`config.mk`:
```
export PLATFORM = sky130hd
export DESIGN_NAME = cim_regs
export DESIGN_NICKNAME = d
export VERILOG_FILES = /design/src/verilog/cim_pkg.sv /design/src/verilog/cim_regs.sv
export VERILOG_INCLUDE_DIRS = /design/src /design/src/verilog
export SDC_FILE = /design/constraint.sdc
export NUM_CORES = 1
export LEC_CHECK = 0
export BUFFER_PORTS_ARGS = -buffer_cell sky130_fd_sc_hd__buf_2
export CORE_ASPECT_RATIO = 1.5
export CORE_UTILIZATION = 52
export DETAILED_ROUTE_END_ITERATION = 16
export PLACE_DENSITY_LB_ADDON = 0.15
export SYNTH_ARGS = -nofsm -noshare
export SYNTH_HDL_FRONTEND = slang
export SYNTH_SLANG_ARGS = --single-unit
```
`constraint.sdc`:
```
create_clock -name SYS_CLK -period 1.9 [get_ports SYS_CLK]
set_input_delay 0 -clock SYS_CLK [delete_from_list [all_inputs] [get_ports SYS_CLK]]
set_output_delay 0 -clock SYS_CLK [all_outputs]
set_load 0.005 [all_outputs]
```
`src/verilog/cim_cfg.svh`:
```
// constants for the card interface mask, config and status register slice
`ifndef CIM_CFG_SVH
`define CIM_CFG_SVH

// ----------------------------------------
// bus addresses
// ----------------------------------------
`define CIM_ADDR_W 28
`define CIM_INT_STATUS_ADDR 28'hB0008F8
`define CIM_INT_MASK_ADDR 28'hB0008FA
`define CIM_WAIT_CFG_ADDR 28'hB0008FE
`define CIM_INDEX_ADDR 28'hB0008E0
`define CIM_DATA_ADDR 28'hB0008E2

// ----------------------------------------
// indexed register numbers
// ----------------------------------------
`define CIM_IDX_IDENT 8'h00
`define CIM_IDX_STATUS 8'h01

// ----------------------------------------
// field layouts and reset values
// ----------------------------------------
`define CIM_MASK_VALID 16'hDEB8
`define CIM_MASK_RESET 16'h0000
`define CIM_WAIT_BIT 0
`define CIM_WAIT_RESET 1'b1
`define CIM_IFTYPE_VALUE 2'h2
// revision code is arbitrary
`define CIM_REVISION_VALUE 4'h5
`define CIM_STAT_RSVD_HI 7
`define CIM_STAT_POWER 6
`define CIM_STAT_READY 5
`define CIM_STAT_WPROT 4
`define CIM_STAT_CD2 3
`define CIM_STAT_CD1 2
`define CIM_STAT_CHANGE 0
`define CIM_INDEX_RESET 8'h00

`endif

```
`src/verilog/cim_pkg.sv`:
```
// types for the card interface mask, config and status register slice
package cim_pkg;

  // ----------------------------------------
  // bus access sequencer states
  // ----------------------------------------
  typedef enum logic [2:0] {
    CIM_IDLE = 3'b001,
    CIM_WAIT = 3'b010,
    CIM_DONE = 3'b100
  } cim_state_type;

endpackage

```
`src/verilog/cim_regs.sv`:
```
// card interface mask, wait config, identification and status registers
`timescale 1ns/100ps
`default_nettype none
`include "cim_cfg.svh"

module cim_regs
  import cim_pkg::*;
(
  input wire logic SYS_CLK,
  input wire logic RST,
  input wire logic BUS_REQ,
  input wire logic BUS_WR,
  input wire logic [27:0] BUS_ADDR,
  input wire logic [15:0] BUS_WDATA,
  output logic BUS_ACK,
  output logic [15:0] BUS_RDATA,
  input wire logic [15:0] IRQ_REQ,
  output logic CPU_INT,
  input wire logic SOCKET_POWER_ON,
  input wire logic CD_PINS_SELECTED,
  input wire logic CARD_BUSY_PIN_N,
  input wire logic CARD_IO_WIDTH_PIN_N,
  input wire logic CARD_STATUS_CHANGE_PIN_N,
  input wire logic CARD_DETECT_PIN_ONE_N,
  input wire logic CARD_DETECT_PIN_TWO_N,
  output logic WAIT_STATE_ENABLE
);

  // ----------------------------------------
  // helpers
  // ----------------------------------------
  // keeps only implemented request positions
  function automatic logic [15:0] valid_bits(input logic [15:0] v);
    valid_bits = v & `CIM_MASK_VALID;
  endfunction

  // places the four mask fields at their request positions, zeros elsewhere
  function automatic logic [15:0] mask_word(input logic [1:0] hi, input logic [3:0] mid,
    input logic seven, input logic [2:0] lo);
    mask_word = {hi, 1'b0, mid, 1'b0, seven, 1'b0, lo, 3'h0};
  endfunction

  // ----------------------------------------
  // storage
  // ----------------------------------------
  cim_state_type state_q;
  cim_state_type state_d;
  logic [27:0] addr_q;
  logic wr_q;
  logic [15:0] wdata_q;
  localparam logic [15:0] mask_reset_word = `CIM_MASK_RESET;
  logic [1:0] request_mask_high_q;
  logic [3:0] request_mask_mid_q;
  logic request_mask_seven_q;
  logic [2:0] request_mask_low_q;
  logic [15:0] card_interrupt_mask;
  logic peripheral_wait_state_enable_q;
  logic [7:0] index_q;
  logic socket_power_state_q;
  logic [15:0] card_interrupt_status;
  logic [7:0] card_ident_revision;
  logic [7:0] card_interface_status;
  logic [1:0] card_detect_bits;
  logic [15:0] read_mux;
  logic do_write;
  logic take;
  logic closing;
  logic hit_mask;
  logic hit_wait;
  logic hit_index;
  logic mask_we;
  logic wait_we;
  logic index_we;
  logic card_ready_state;
  logic write_protect_state;
  logic status_change_level;
  logic [1:0] interface_type_field;
  logic [3:0] revision_level_field;
  logic [15:0] unmasked_requests;

  // ----------------------------------------
  // access sequencer
  // ----------------------------------------
  // one extra cycle when the wait state is enabled
  always_comb begin
    state_d = state_q;
    case (state_q)
      CIM_IDLE: begin
        if (BUS_REQ) begin
          state_d = peripheral_wait_state_enable_q ? CIM_WAIT : CIM_DONE;
        end
      end
      CIM_WAIT: begin
        state_d = CIM_DONE;
      end
      CIM_DONE: begin
        state_d = CIM_IDLE;
      end
      default: begin
        state_d = CIM_IDLE;
      end
    endcase
  end

  always_ff @(posedge SYS_CLK) begin
    if (RST) begin
      state_q <= CIM_IDLE;
    end else begin
      state_q <= state_d;
    end
  end

  // requests while busy are ignored, so the latch only loads in idle
  assign take = (state_q == CIM_IDLE) && BUS_REQ;
  assign closing = (state_q == CIM_DONE);

  always_ff @(posedge SYS_CLK) begin
    if (RST) begin
      addr_q <= 28'h0000000;
    end else if (take) begin
      addr_q <= BUS_ADDR;
    end
  end

  always_ff @(posedge SYS_CLK) begin
    if (RST) begin
      wr_q <= 1'b0;
    end else if (take) begin
      wr_q <= BUS_WR;
    end
  end

  always_ff @(posedge SYS_CLK) begin
    if (RST) begin
      wdata_q <= 16'h0000;
    end else if (take) begin
      wdata_q <= BUS_WDATA;
    end
  end

  assign do_write = closing && wr_q;

  // ----------------------------------------
  // address decode
  // ----------------------------------------
  // full 28-bit compare; status and data words have no write enable: read-only
  always_comb begin
    hit_mask = (addr_q == `CIM_INT_MASK_ADDR);
    hit_wait = (addr_q == `CIM_WAIT_CFG_ADDR);
    hit_index = (addr_q == `CIM_INDEX_ADDR);
    mask_we = do_write && hit_mask;
    wait_we = do_write && hit_wait;
    index_we = do_write && hit_index;
  end

  // ----------------------------------------
  // writable registers
  // ----------------------------------------
  always_ff @(posedge SYS_CLK) begin
    if (RST) begin
      request_mask_high_q <= mask_reset_word[15:14];
    end else if (mask_we) begin
      request_mask_high_q <= wdata_q[15:14];
    end
  end

  always_ff @(posedge SYS_CLK) begin
    if (RST) begin
      request_mask_mid_q <= mask_reset_word[12:9];
    end else if (mask_we) begin
      request_mask_mid_q <= wdata_q[12:9];
    end
  end

  always_ff @(posedge SYS_CLK) begin
    if (RST) begin
      request_mask_seven_q <= mask_reset_word[7];
    end else if (mask_we) begin
      request_mask_seven_q <= wdata_q[7];
    end
  end

  always_ff @(posedge SYS_CLK) begin
    if (RST) begin
      request_mask_low_q <= mask_reset_word[5:3];
    end else if (mask_we) begin
      request_mask_low_q <= wdata_q[5:3];
    end
  end

  // reserved positions have no storage, so they read zero and ignore writes
  assign card_interrupt_mask = mask_word(request_mask_high_q, request_mask_mid_q,
    request_mask_seven_q, request_mask_low_q);

  always_ff @(posedge SYS_CLK) begin
    if (RST) begin
      peripheral_wait_state_enable_q <= `CIM_WAIT_RESET;
    end else if (wait_we) begin
      peripheral_wait_state_enable_q <= wdata_q[`CIM_WAIT_BIT];
    end
  end

  always_ff @(posedge SYS_CLK) begin
    if (RST) begin
      index_q <= `CIM_INDEX_RESET;
    end else if (index_we) begin
      index_q <= wdata_q[7:0];
    end
  end

  // ----------------------------------------
  // live card state
  // ----------------------------------------
  always_ff @(posedge SYS_CLK) begin
    if (RST) begin
      socket_power_state_q <= 1'b0;
    end else begin
      socket_power_state_q <= SOCKET_POWER_ON;
    end
  end

  // a half-seated card reads as absent while CD_PINS_SELECTED is high (unselected reads 3); software never sees mixed bits
  always_comb begin
    if (!CD_PINS_SELECTED) begin
      card_detect_bits = 2'h3;
    end else if (!CARD_DETECT_PIN_ONE_N && !CARD_DETECT_PIN_TWO_N) begin
      card_detect_bits = 2'h3;
    end else begin
      card_detect_bits = 2'h0;
    end
  end

  // pins are taken as synchronous, so the levels go straight to the read mux
  always_comb begin
    card_ready_state = CARD_BUSY_PIN_N;
    write_protect_state = !CARD_IO_WIDTH_PIN_N;
    status_change_level = CARD_STATUS_CHANGE_PIN_N;
  end

  always_comb begin
    card_interface_status = 8'h00;
    card_interface_status[`CIM_STAT_RSVD_HI] = 1'b1;
    card_interface_status[`CIM_STAT_POWER] = socket_power_state_q;
    card_interface_status[`CIM_STAT_READY] = card_ready_state;
    card_interface_status[`CIM_STAT_WPROT] = write_protect_state;
    card_interface_status[`CIM_STAT_CD2] = card_detect_bits[1];
    card_interface_status[`CIM_STAT_CD1] = card_detect_bits[0];
    card_interface_status[`CIM_STAT_CHANGE] = status_change_level;
  end

  assign interface_type_field = `CIM_IFTYPE_VALUE;
  assign revision_level_field = `CIM_REVISION_VALUE;
  assign card_ident_revision = {interface_type_field, 2'h0, revision_level_field};

  assign card_interrupt_status = valid_bits(IRQ_REQ);

  // ----------------------------------------
  // read path
  // ----------------------------------------
  always_comb begin
    read_mux = 16'h0000;
    case (addr_q)
      `CIM_INT_STATUS_ADDR: begin
        read_mux = card_interrupt_status;
      end
      `CIM_INT_MASK_ADDR: begin
        read_mux = card_interrupt_mask;
      end
      `CIM_WAIT_CFG_ADDR: begin
        read_mux = {15'h0000, peripheral_wait_state_enable_q};
      end
      `CIM_INDEX_ADDR: begin
        read_mux = {8'h00, index_q};
      end
      `CIM_DATA_ADDR: begin
        if (index_q == `CIM_IDX_IDENT) begin
          read_mux = {8'h00, card_ident_revision};
        end else if (index_q == `CIM_IDX_STATUS) begin
          read_mux = {8'h00, card_interface_status};
        end else begin
          read_mux = 16'h0000;
        end
      end
      default: begin
        read_mux = 16'h0000;
      end
    endcase
  end

  always_ff @(posedge SYS_CLK) begin
    if (RST) begin
      BUS_ACK <= 1'b0;
    end else begin
      BUS_ACK <= closing;
    end
  end

  // read data holds between reads so a slow master can still pick it up
  always_ff @(posedge SYS_CLK) begin
    if (RST) begin
      BUS_RDATA <= 16'h0000;
    end else if (closing && !wr_q) begin
      BUS_RDATA <= read_mux;
    end
  end

  // ----------------------------------------
  // outputs to the processor side
  // ----------------------------------------
  // raw status stays visible; only the forwarded line is gated
  assign unmasked_requests = card_interrupt_status & ~card_interrupt_mask;

  always_ff @(posedge SYS_CLK) begin
    if (RST) begin
      CPU_INT <= 1'b0;
    end else begin
      CPU_INT <= |unmasked_requests;
    end
  end

  always_ff @(posedge SYS_CLK) begin
    if (RST) begin
      WAIT_STATE_ENABLE <= `CIM_WAIT_RESET;
    end else begin
      WAIT_STATE_ENABLE <= peripheral_wait_state_enable_q;
    end
  end

endmodule
`default_nettype wire

```
== After elaboration in Yosys (flattened, before gate mapping) ==
Cells that the tools add are included.
Cells by class
  eq/ne operators: 10
  reductions and logical operators: 13
  multiplexer cells: 8
  bitwise logic cells: 2
Operators with widths (number)
  28-bit equality test (second input constant): 5
  16-bit one-hot mux with 5 select lines: 1
  16-bit bitwise AND: 1
  8-bit two-way mux: 2
  16-bit inverter: 1
  16-bit OR reduction: 1
  8-bit by 1-bit equality test with 1-bit output (second input constant): 1
  8-bit logical NOT: 1
  1-bit logical AND: 7
  3-bit two-way mux: 2
  3-bit one-hot mux with 2 select lines: 1
  1-bit logical NOT: 4
  2-bit two-way mux: 2
  3-bit by 1-bit equality test with 1-bit output (second input constant): 1
  3-bit by 2-bit equality test with 1-bit output (second input constant): 1
  3-bit equality test (second input constant): 1
  2-bit != test (second input constant): 1
Storage, ports and cells
  logic and storage cells: 48
  output and inout port bits: 19
  bits of input ports: 71
  flip-flop bits (word level): 87

== Longest topological paths before layout ==
Gate-level depths: netlist (run 1).
  depth after elaboration: 7
  gate-level depth with buffers: 8
  gate-level depth less buffers: 5

== Worst setup path after synthesis (run 1) ==
OpenSTA, ideal clock, no wires.
  path kind: register to register
  from: register addr_q[14]
  to: register request_mask_high_q[0]
  slack: 196 ps
  arrival time: 1577 ps
  cell stages (with the launch flop): 7
  required time: 1772 ps
  buffers on the path: 2
  setup time: 128 ps
  period minus slack after synthesis: 1704 ps
  path through: dfxtp_1 or4_1 buf_4 nor4b_4 buf_6 mux2i_1 nor2_1
Between the ends
  cells in the longest elaborated chain, start to end: 2
RTL lines
  from (decl): line cim_regs.sv:48  | logic [27:0] addr_q;
  from (signal assigned): line cim_regs.sv:119  | addr_q <= 28'h0000000;
  from (signal assigned): line cim_regs.sv:121  | addr_q <= BUS_ADDR;
  28-bit equality test
  1-bit logical AND: line cim_regs.sv:151  | mask_we = do_write && hit_mask;
  to (signal assigned): line cim_regs.sv:161  | request_mask_high_q <= mask_reset_word[15:14];
  to (signal assigned): line cim_regs.sv:163  | request_mask_high_q <= wdata_q[15:14];
  to (decl): line cim_regs.sv:52  | logic [1:0] request_mask_high_q;
No other way between the ends.
A chain may end at the register's enable or synchronous reset.

== Worst setup path after layout (run 1) ==
  from: register addr_q[14]
  to: register request_mask_mid_q[3]
Between the ends
  cells in the longest elaborated chain, start to end: 2
RTL lines
  28-bit equality test
  1-bit logical AND: line cim_regs.sv:151
  to (signal assigned): line cim_regs.sv:169  | request_mask_mid_q <= mask_reset_word[12:9];
  to (signal assigned): line cim_regs.sv:171  | request_mask_mid_q <= wdata_q[12:9];
  to (decl): line cim_regs.sv:53  | logic [3:0] request_mask_mid_q;
No other way between the ends.

==> summary.txt, run 1 <==
Floorplanning
  – Die span in x: 68.6 um
  – Die area: between 0.006 and 0.007 mm2
  – IO Count: 90
  – Starting Density: ~54%
  – Site Rows: 36
  – Core box area: 0.00644 mm2
  – Chip Height: 102 um

Global routing
  – Largest net degree at the start of global routing: 46
  – Initial antenna violation count: 0
  – Overflow after GRT: 0
  – Vias in the first global route: 3172
  – GR Util All Layers: 27.1%
  – First-pass GRT wire length: approximately 14 mm

Synthesis
  – Post-Syn Area: 0.00346 mm2
  – Synth unique cells: 44
  – Syn avg cell area: 8.29 um2
  – Post-Synthesis Cells: 417
  – Synth Register Bits: 83
  – Seq/Total Area, Yosys: about half
  – YS warnings: 0

Finish
  – Commonest non-fill, non-tap cells in the layout: nand2_1, dfxtp_1, buf_2
  – Ant. Diodes: 0
  – Layout area overhead: 37.0%
  – Layout fillers: 493
  – Final #Nets: 623
  – Fraction of layout cells with a size suffix above 1: between 20% and 30%
  – Final Util: 73.5%
  – Commonest non-fill, non-tap cell in the layout: nand2_1

Setup path
  – Slowest stage delay, CP: approximately 0.57 ns
  – FF-to-FF setup slack: 0.09 ns
  – Worst flop-to-flop path startpoint: addr_q[14]
  – R2R depth: 5
  – FF-to-FF End: request_mask_mid_q[3]
  – Crit start category: flop
  – CP Capture Type: flop
  – Critical path class: reg2reg
  – Arr. time, crit path: 2.03 ns
  – CP max-delay cell: or4_4
  – Crit path max fanout: 10
  – Crit path cell chain: or4_4, nor4b_4, buf_12, mux2i_1, nor2_1
  – Worst EP required: approximately 2.1 ns

Timing
  – Total negative slack: 0 ns
  – Slew @ Worst Pin: about 0.85 ns
  – Tmin final: 1.81 ns
  – Slew Viols, Final: 0
  – Final worst-path cycle share: between 90 and 100%
  – Clock skew: 0.00975 ns
  – Final Setup Violations: 0
  – Slew HR: 43.0%
  – Number of hold violations in the final report: 0
  – Max Fclk: 554 MHz

Worst hold path
  – Hold Path Stages: 4
  – Hold wc startpoint: CARD_STATUS_CHANGE_PIN_N
  – WHS Endpoint: BUS_RDATA[0]
  – Hold Crit Class: in2reg

Power
  – Peak supply drop: just under 600 uV
  – P_leak: between 1.5 and 2 nW
  – Power Density: 749 mW/mm2

Clock network
  – CTS buffer count: 9
  – Root buffer cell: clkbuf_8
  – Register clock-pin slew on the reported worst setup and hold paths: 0.08 ns
  – Post-CTS Repair Setup Buffers: 0
  – Clock Latency Late Sink: approximately 0.36 ns
  – CTS tree: done
  – CTS Buffer Depth: 2
  – Clock sinks: 83
  – H-Tree Depth: 3

Routing
  – Via count: between 3000 and 4000
  – Detailed-route wire length: about 9 mm
  – Drt via density: 5.28
  – WL/cell: 13.9 um
  – DRT iter0 DRCs: about 140
  – ANT nets after route: 0
  – DRT Pass-1 Iters: 5
  – DRC errors left: 0

Placed design
  – Dpl hpwl: 5.80 mm
  – Port-buffer cells: about 80
  – GP Congestion: 0.838

Flow run
  – Max_cap viols: 0

Status
  – Status: complete, no violations
## flip-flops by register name, indices dropped and copies added, names as in the netlist, 2 cells and up
signal / cells
state_q: 3
addr_q: 28
wdata_q: 14
request_mask_low_q: 3
request_mask_high_q: 2
BUS_RDATA: 14
request_mask_mid_q: 4
index_q: 8
## cells by family (layout without fill, tap and decap cells)
kind of cell           after synthesis  after routing  synth area share, %
flip-flops                          83             83                 48.1
buffers and inverters               39            178                 5.18
AO/OA/AOI/OAI                       88             88                 14.3
other                                1              2                0.109
multiplexers                        20             20                 5.83
AND/OR/NAND/NOR                    186            186                 26.5
## per-layer routing
layer	global-route usage, %	up-vias	part of all wire, %	wire length (um)
li1	-	1684	-	-
met1	29.4	1516	40	3500
met2	48.6	116	52	4540
met3	5.58	26	5.1	451
met4	12.7	0	3.3	294
met5	0	-	0	0
## critical path, delay by kind of cell (launching register included)
family / cells / cell delay [ns]
multiplexers: 1 / 0.20
AND/OR/NAND/NOR: 3 / 0.95
flip-flops: 1 / 0.33
buffers and inverters: 1 / 0.19
## cell type report
cell class | instances | area, um2 | area share (%)
Clock inverter | 7 | 76.3 | 1.61
Clock buffer | 9 | 124 | 2.62
Sequential cell | 83 | 1670 | 35.2
Multi-Input combinational cell | 296 | 1650 | 34.9
Inverter | 12 | 45.0 | 0.951
Timing Repair Buffer | 150 | 1080 | 22.8
Tap cell | 76 | 95.1 | 2.01
## cell usage after synthesis (all sizes together)
cell type	instances	area, um2
a211o	1	8.76
a21oi	47	235
a221oi	1	8.76
a22o	3	26.3
a22oi	4	30.0
a31oi	4	25.0
a32oi	1	8.76
and3	2	12.5
and4b	1	10.0
and4bb	1	12.5
buf	8	62.6
clkbuf	19	71.3
conb	1	3.75
dfxtp	83	1660
inv	12	45.0
mux2	1	11.3
mux2i	19	190
nand2	113	424
nand2b	8	50.1
nand3	3	15.0
nand3b	1	7.51
nand4	3	33.8
nor2	27	101
nor2b	2	12.5
nor3	8	40.0
nor3b	1	7.51
nor4	6	58.8
nor4b	5	92.6
o211ai	1	7.51
o21ai	20	100
o22ai	4	25.0
o2bb2a	1	10.0
o2bb2ai	1	8.76
or2	1	6.26
or3	2	12.5
or3b	1	11.3
or4	1	7.51
## power by group
group / switching [mW] / internal, mW / leakage [nW]
clock: 0.648 / 0.613 / 0.0958
combinational: 0.214 / 0.216 / 1.12
sequential: 0.0488 / 1.81 / 0.677
## worst max-delay path by stage
| stage | from | to | cells after the start |
|---|---|---|---|
| final | addr_q[14] | request_mask_mid_q[3] | 5 |
| after global placement | addr_q[19] | request_mask_mid_q[0] | 6 |
| after CTS | addr_q[19] | request_mask_low_q[2] | 6 |
| after global routing | addr_q[14] | request_mask_mid_q[3] | 5 |
| after floorplan | addr_q[14] | request_mask_high_q[0] | 6 |
| after detailed placement | addr_q[19] | request_mask_low_q[2] | 6 |
## repair_timing
action                                 4_1_cts  5_1_grt
endpoints found under the hold margin       48        0
setup endpoints to repair                    0       20
hold buffers                                50        0
resized for setup                            0        7
## per-stage QoR
| step | worst slack [ns] | power (mW) | hold slack [ns] | std cells | cell area, um2 |
|---|---|---|---|---|---|
| after floorplan | 0.196 | 2.09 | 0.128 | 418 | 3460 |
| after global placement | 0.0799 | 2.21 | 0.228 | 567 | 4000 |
| after detailed placement | 0.0397 | 2.22 | 0.219 | 567 | 4000 |
| after CTS | 0.0206 | 3.55 | 0.00507 | 633 | 4700 |
| after global routing | -0.00393 | 3.70 | 0.0360 | 633 | 4740 |
| final | 0.0945 | 3.55 | 0.0174 | 633 | 4740 |
(Power assumes the default switching activity.)
==> run 2: changes to the inputs <==
--- a/config.mk
+++ b/config.mk
@@ -11,6 +11,7 @@
 export CORE_UTILIZATION = 52
 export DETAILED_ROUTE_END_ITERATION = 16
 export PLACE_DENSITY_LB_ADDON = 0.15
+export RECOVER_POWER = 100
 export SYNTH_ARGS = -nofsm -noshare
 export SYNTH_HDL_FRONTEND = slang
 export SYNTH_SLANG_ARGS = --single-unit
==> run 2 against run 1 <==
- sequential cell count did not move
- worst hold slack improved by 0.0012 ns
- routed wire length rose by 0.79%
- fmax barely moved
- non-clock buffer count did not move
- via count barely moved
==> summary.txt, run 2 (synthesis results as in run 1) <==
Power
  – Peak supply drop: 581 uV (+0.21%)
  – P_leak: 1.83 nW (-3.3%)
  – Power Density: 752 mW/mm2 (+0.39%)

Finish
  – Layout area overhead: 36.4%
  – Fin area: 0.00471 mm2 (-0.45%)
  – Layout fillers: 504 (+2.2%)
  – Register area: 0.00167 mm2 (unchanged)
  – Largest regs: addr_q (28), BUS_RDATA (14), wdata_q (14)
  – Final #Nets: 623 (unchanged)
  – Commonest non-fill, non-tap cells in the layout: nand2_1, dfxtp_1, buf_2
  – Largest register FFs: 28 (unchanged)
  – Fraction of layout cells with a size suffix above 1: 21.2% (-2.7 points)
  – Biggest register: addr_q
  – Multi-input gate area: 0.00165 mm2 (unchanged)
  – Ant. Diodes: 0 (unchanged)
  – Commonest non-fill, non-tap cell in the layout: nand2_1

Setup path
  – Crit path max fanout: 10 (unchanged)
  – Arr. time, crit path: 2.03 ns (about the same)
  – Crit path cell chain: or4_4, nor4b_4, buf_12, mux2i_1, nor2_1
  – Critical path class: reg2reg
  – Crit start category: flop
  – Worst EP required: 2.13 ns (about the same)
  – CP Capture Type: flop
  – Slowest stage delay, CP: 0.57 ns (about the same)
  – CP max-delay cell: or4_4

Timing
  – Slew HR: 42.1% (-0.99 points)
  – Final worst-path cycle share: 95.1% (about the same)
  – Clock skew: 0.0103 ns (+0.000522 ns)
  – Slew @ Worst Pin: 0.866 ns (+0.0149 ns)
  – Final Setup Violations: 0 (unchanged)
  – Max Fclk: 553 MHz (about the same)
  – Tmin final: 1.81 ns (+0.00137 ns)
  – Number of hold violations in the final report: 0 (unchanged)
  – Slew Viols, Final: 0 (unchanged)
  – Worst setup margin: 0.0932 ns (-0.00137 ns)

Routing
  – ANT nets after route: 0 (unchanged)
  – WL/cell: 14.0 um (+0.79%)
  – DRT iter0 DRCs: 142 (+2.2%)
  – Detailed-route wire length: 8.85 mm (+0.79%)
  – Via count: 3339 (-0.090%)
  – DRT Pass-1 Iters: 4 (-1)
  – Drt via density: 5.27 (about the same)
  – DRC errors left: 0 (unchanged)

Status
  – Status: complete, no violations

Global routing
  – Overflow after GRT: 0 (unchanged)
  – Met1 usage in global routing: 29.4% (unchanged)
  – Most used routing layer: met2
  – First-pass GRT wire length: 14.1 mm (unchanged)
  – GR Util All Layers: 27.1% (unchanged)
  – Global Route met3 Usage: 5.58% (unchanged)
  – Largest net degree at the start of global routing: 46 (unchanged)
  – Vias in the first global route: 3172 (unchanged)
  – M2 GR Usage: 48.6% (unchanged)
  – Initial antenna violation count: 0 (unchanged)

Placed design
  – GP Congestion: 0.838 (unchanged)
  – Pre-CTS setup slack: 0.0397 ns (unchanged)
  – Dpl hpwl: 5.80 mm (unchanged)
  – Port-buffer cells: 79 (unchanged)
  – Post-DP Area: 0.00400 mm2 (unchanged)

Floorplanning
  – Core box area: 0.00644 mm2 (unchanged)
  – Chip Height: 102 um (unchanged)
  – Die area: 0.00698 mm2 (unchanged)
  – Starting Density: 53.7% (unchanged)
  – IO Count: 90 (unchanged)
  – Die span in x: 68.6 um (unchanged)
  – Site Rows: 36 (unchanged)

Clock network
  – CTS tree: done
  – Post-CTS Repair Setup Buffers: 0 (unchanged)
  – CTS buffer count: 9 (unchanged)
  – Root buffer cell: clkbuf_8
  – Clock Latency Late Sink: 0.36 ns (about the same)
  – CTS Buffer Depth: 2 (unchanged)
  – H-Tree Depth: 3 (unchanged)
  – Clock sinks: 83 (unchanged)
  – Register clock-pin slew on the reported worst setup and hold paths: 0.08 ns (about the same)

Worst hold path
  – Hold Crit Class: in2reg

Flow run
  – Max_cap viols: 0 (unchanged)
-- run 2: routing by layer --
| layer | wire (um) | share of wire [%] |
|---|---|---|
| met1 | 3530 | 40 |
| met2 | 4570 | 52 |
| met3 | 461 | 5.2 |
| met4 | 293 | 3.3 |
| met5 | 0 | 0 |
-- run 2: final timing paths --
kind | start | endpoint | slack [ns] | cells after the start
worst max register to register | addr_q[14] | request_mask_low_q[2] | 0.09 | 5
worst min register to register | BUS_RDATA[9] | BUS_RDATA[9] | 0.45 | 2
worst min-delay path | CARD_STATUS_CHANGE_PIN_N | BUS_RDATA[0] | 0.02 | 4
worst max-delay path | addr_q[14] | request_mask_low_q[2] | 0.09 | 5
-- run 2: power by group --
group          internal (mW)  leakage (nW)  total, mW  switching, mW
Combinational          0.213          1.06      0.427          0.215
Sequential              1.81         0.677       1.85         0.0483
Clock                  0.613        0.0958       1.26          0.649
-- run 2: what timing repair did --
action / 4_1_cts / 5_1_grt
endpoints found under the hold margin: 48 / 0
hold buffers: 50 / 0
resized for setup: 0 / 7
setup endpoints to repair: 0 / 20
-- run 2: metrics by stage --
step                      cells  setup TNS [ns]  power, mW  hold slack [ns]  util [%]
after global routing        633        -0.00308       3.70           0.0360      73.2
final                       633               0       3.54           0.0186      73.2
after floorplan             418               0       2.09            0.128         -
after CTS                   633               0       3.55          0.00507      73.0
after global placement      567               0       2.21            0.228      62.1
after detailed placement    567               0       2.22            0.219      62.1
-- run 2: worst max-delay path, delay by kind of cell, from the launching register on --
kind / cells / cell delay [ns]
multiplexers: 1 / 0.20
AND/OR/NAND/NOR: 3 / 0.95
flip-flops: 1 / 0.33
buffers and inverters: 1 / 0.19
-- run 2: area by class of cell --
class,instances,area share [%]
multi-input combinational,296,35.0
tap,76,2.02
clock inverter,7,1.62
clock buffer,9,2.63
inverter,12,0.955
sequential,83,35.3
timing repair buffer,150,22.4
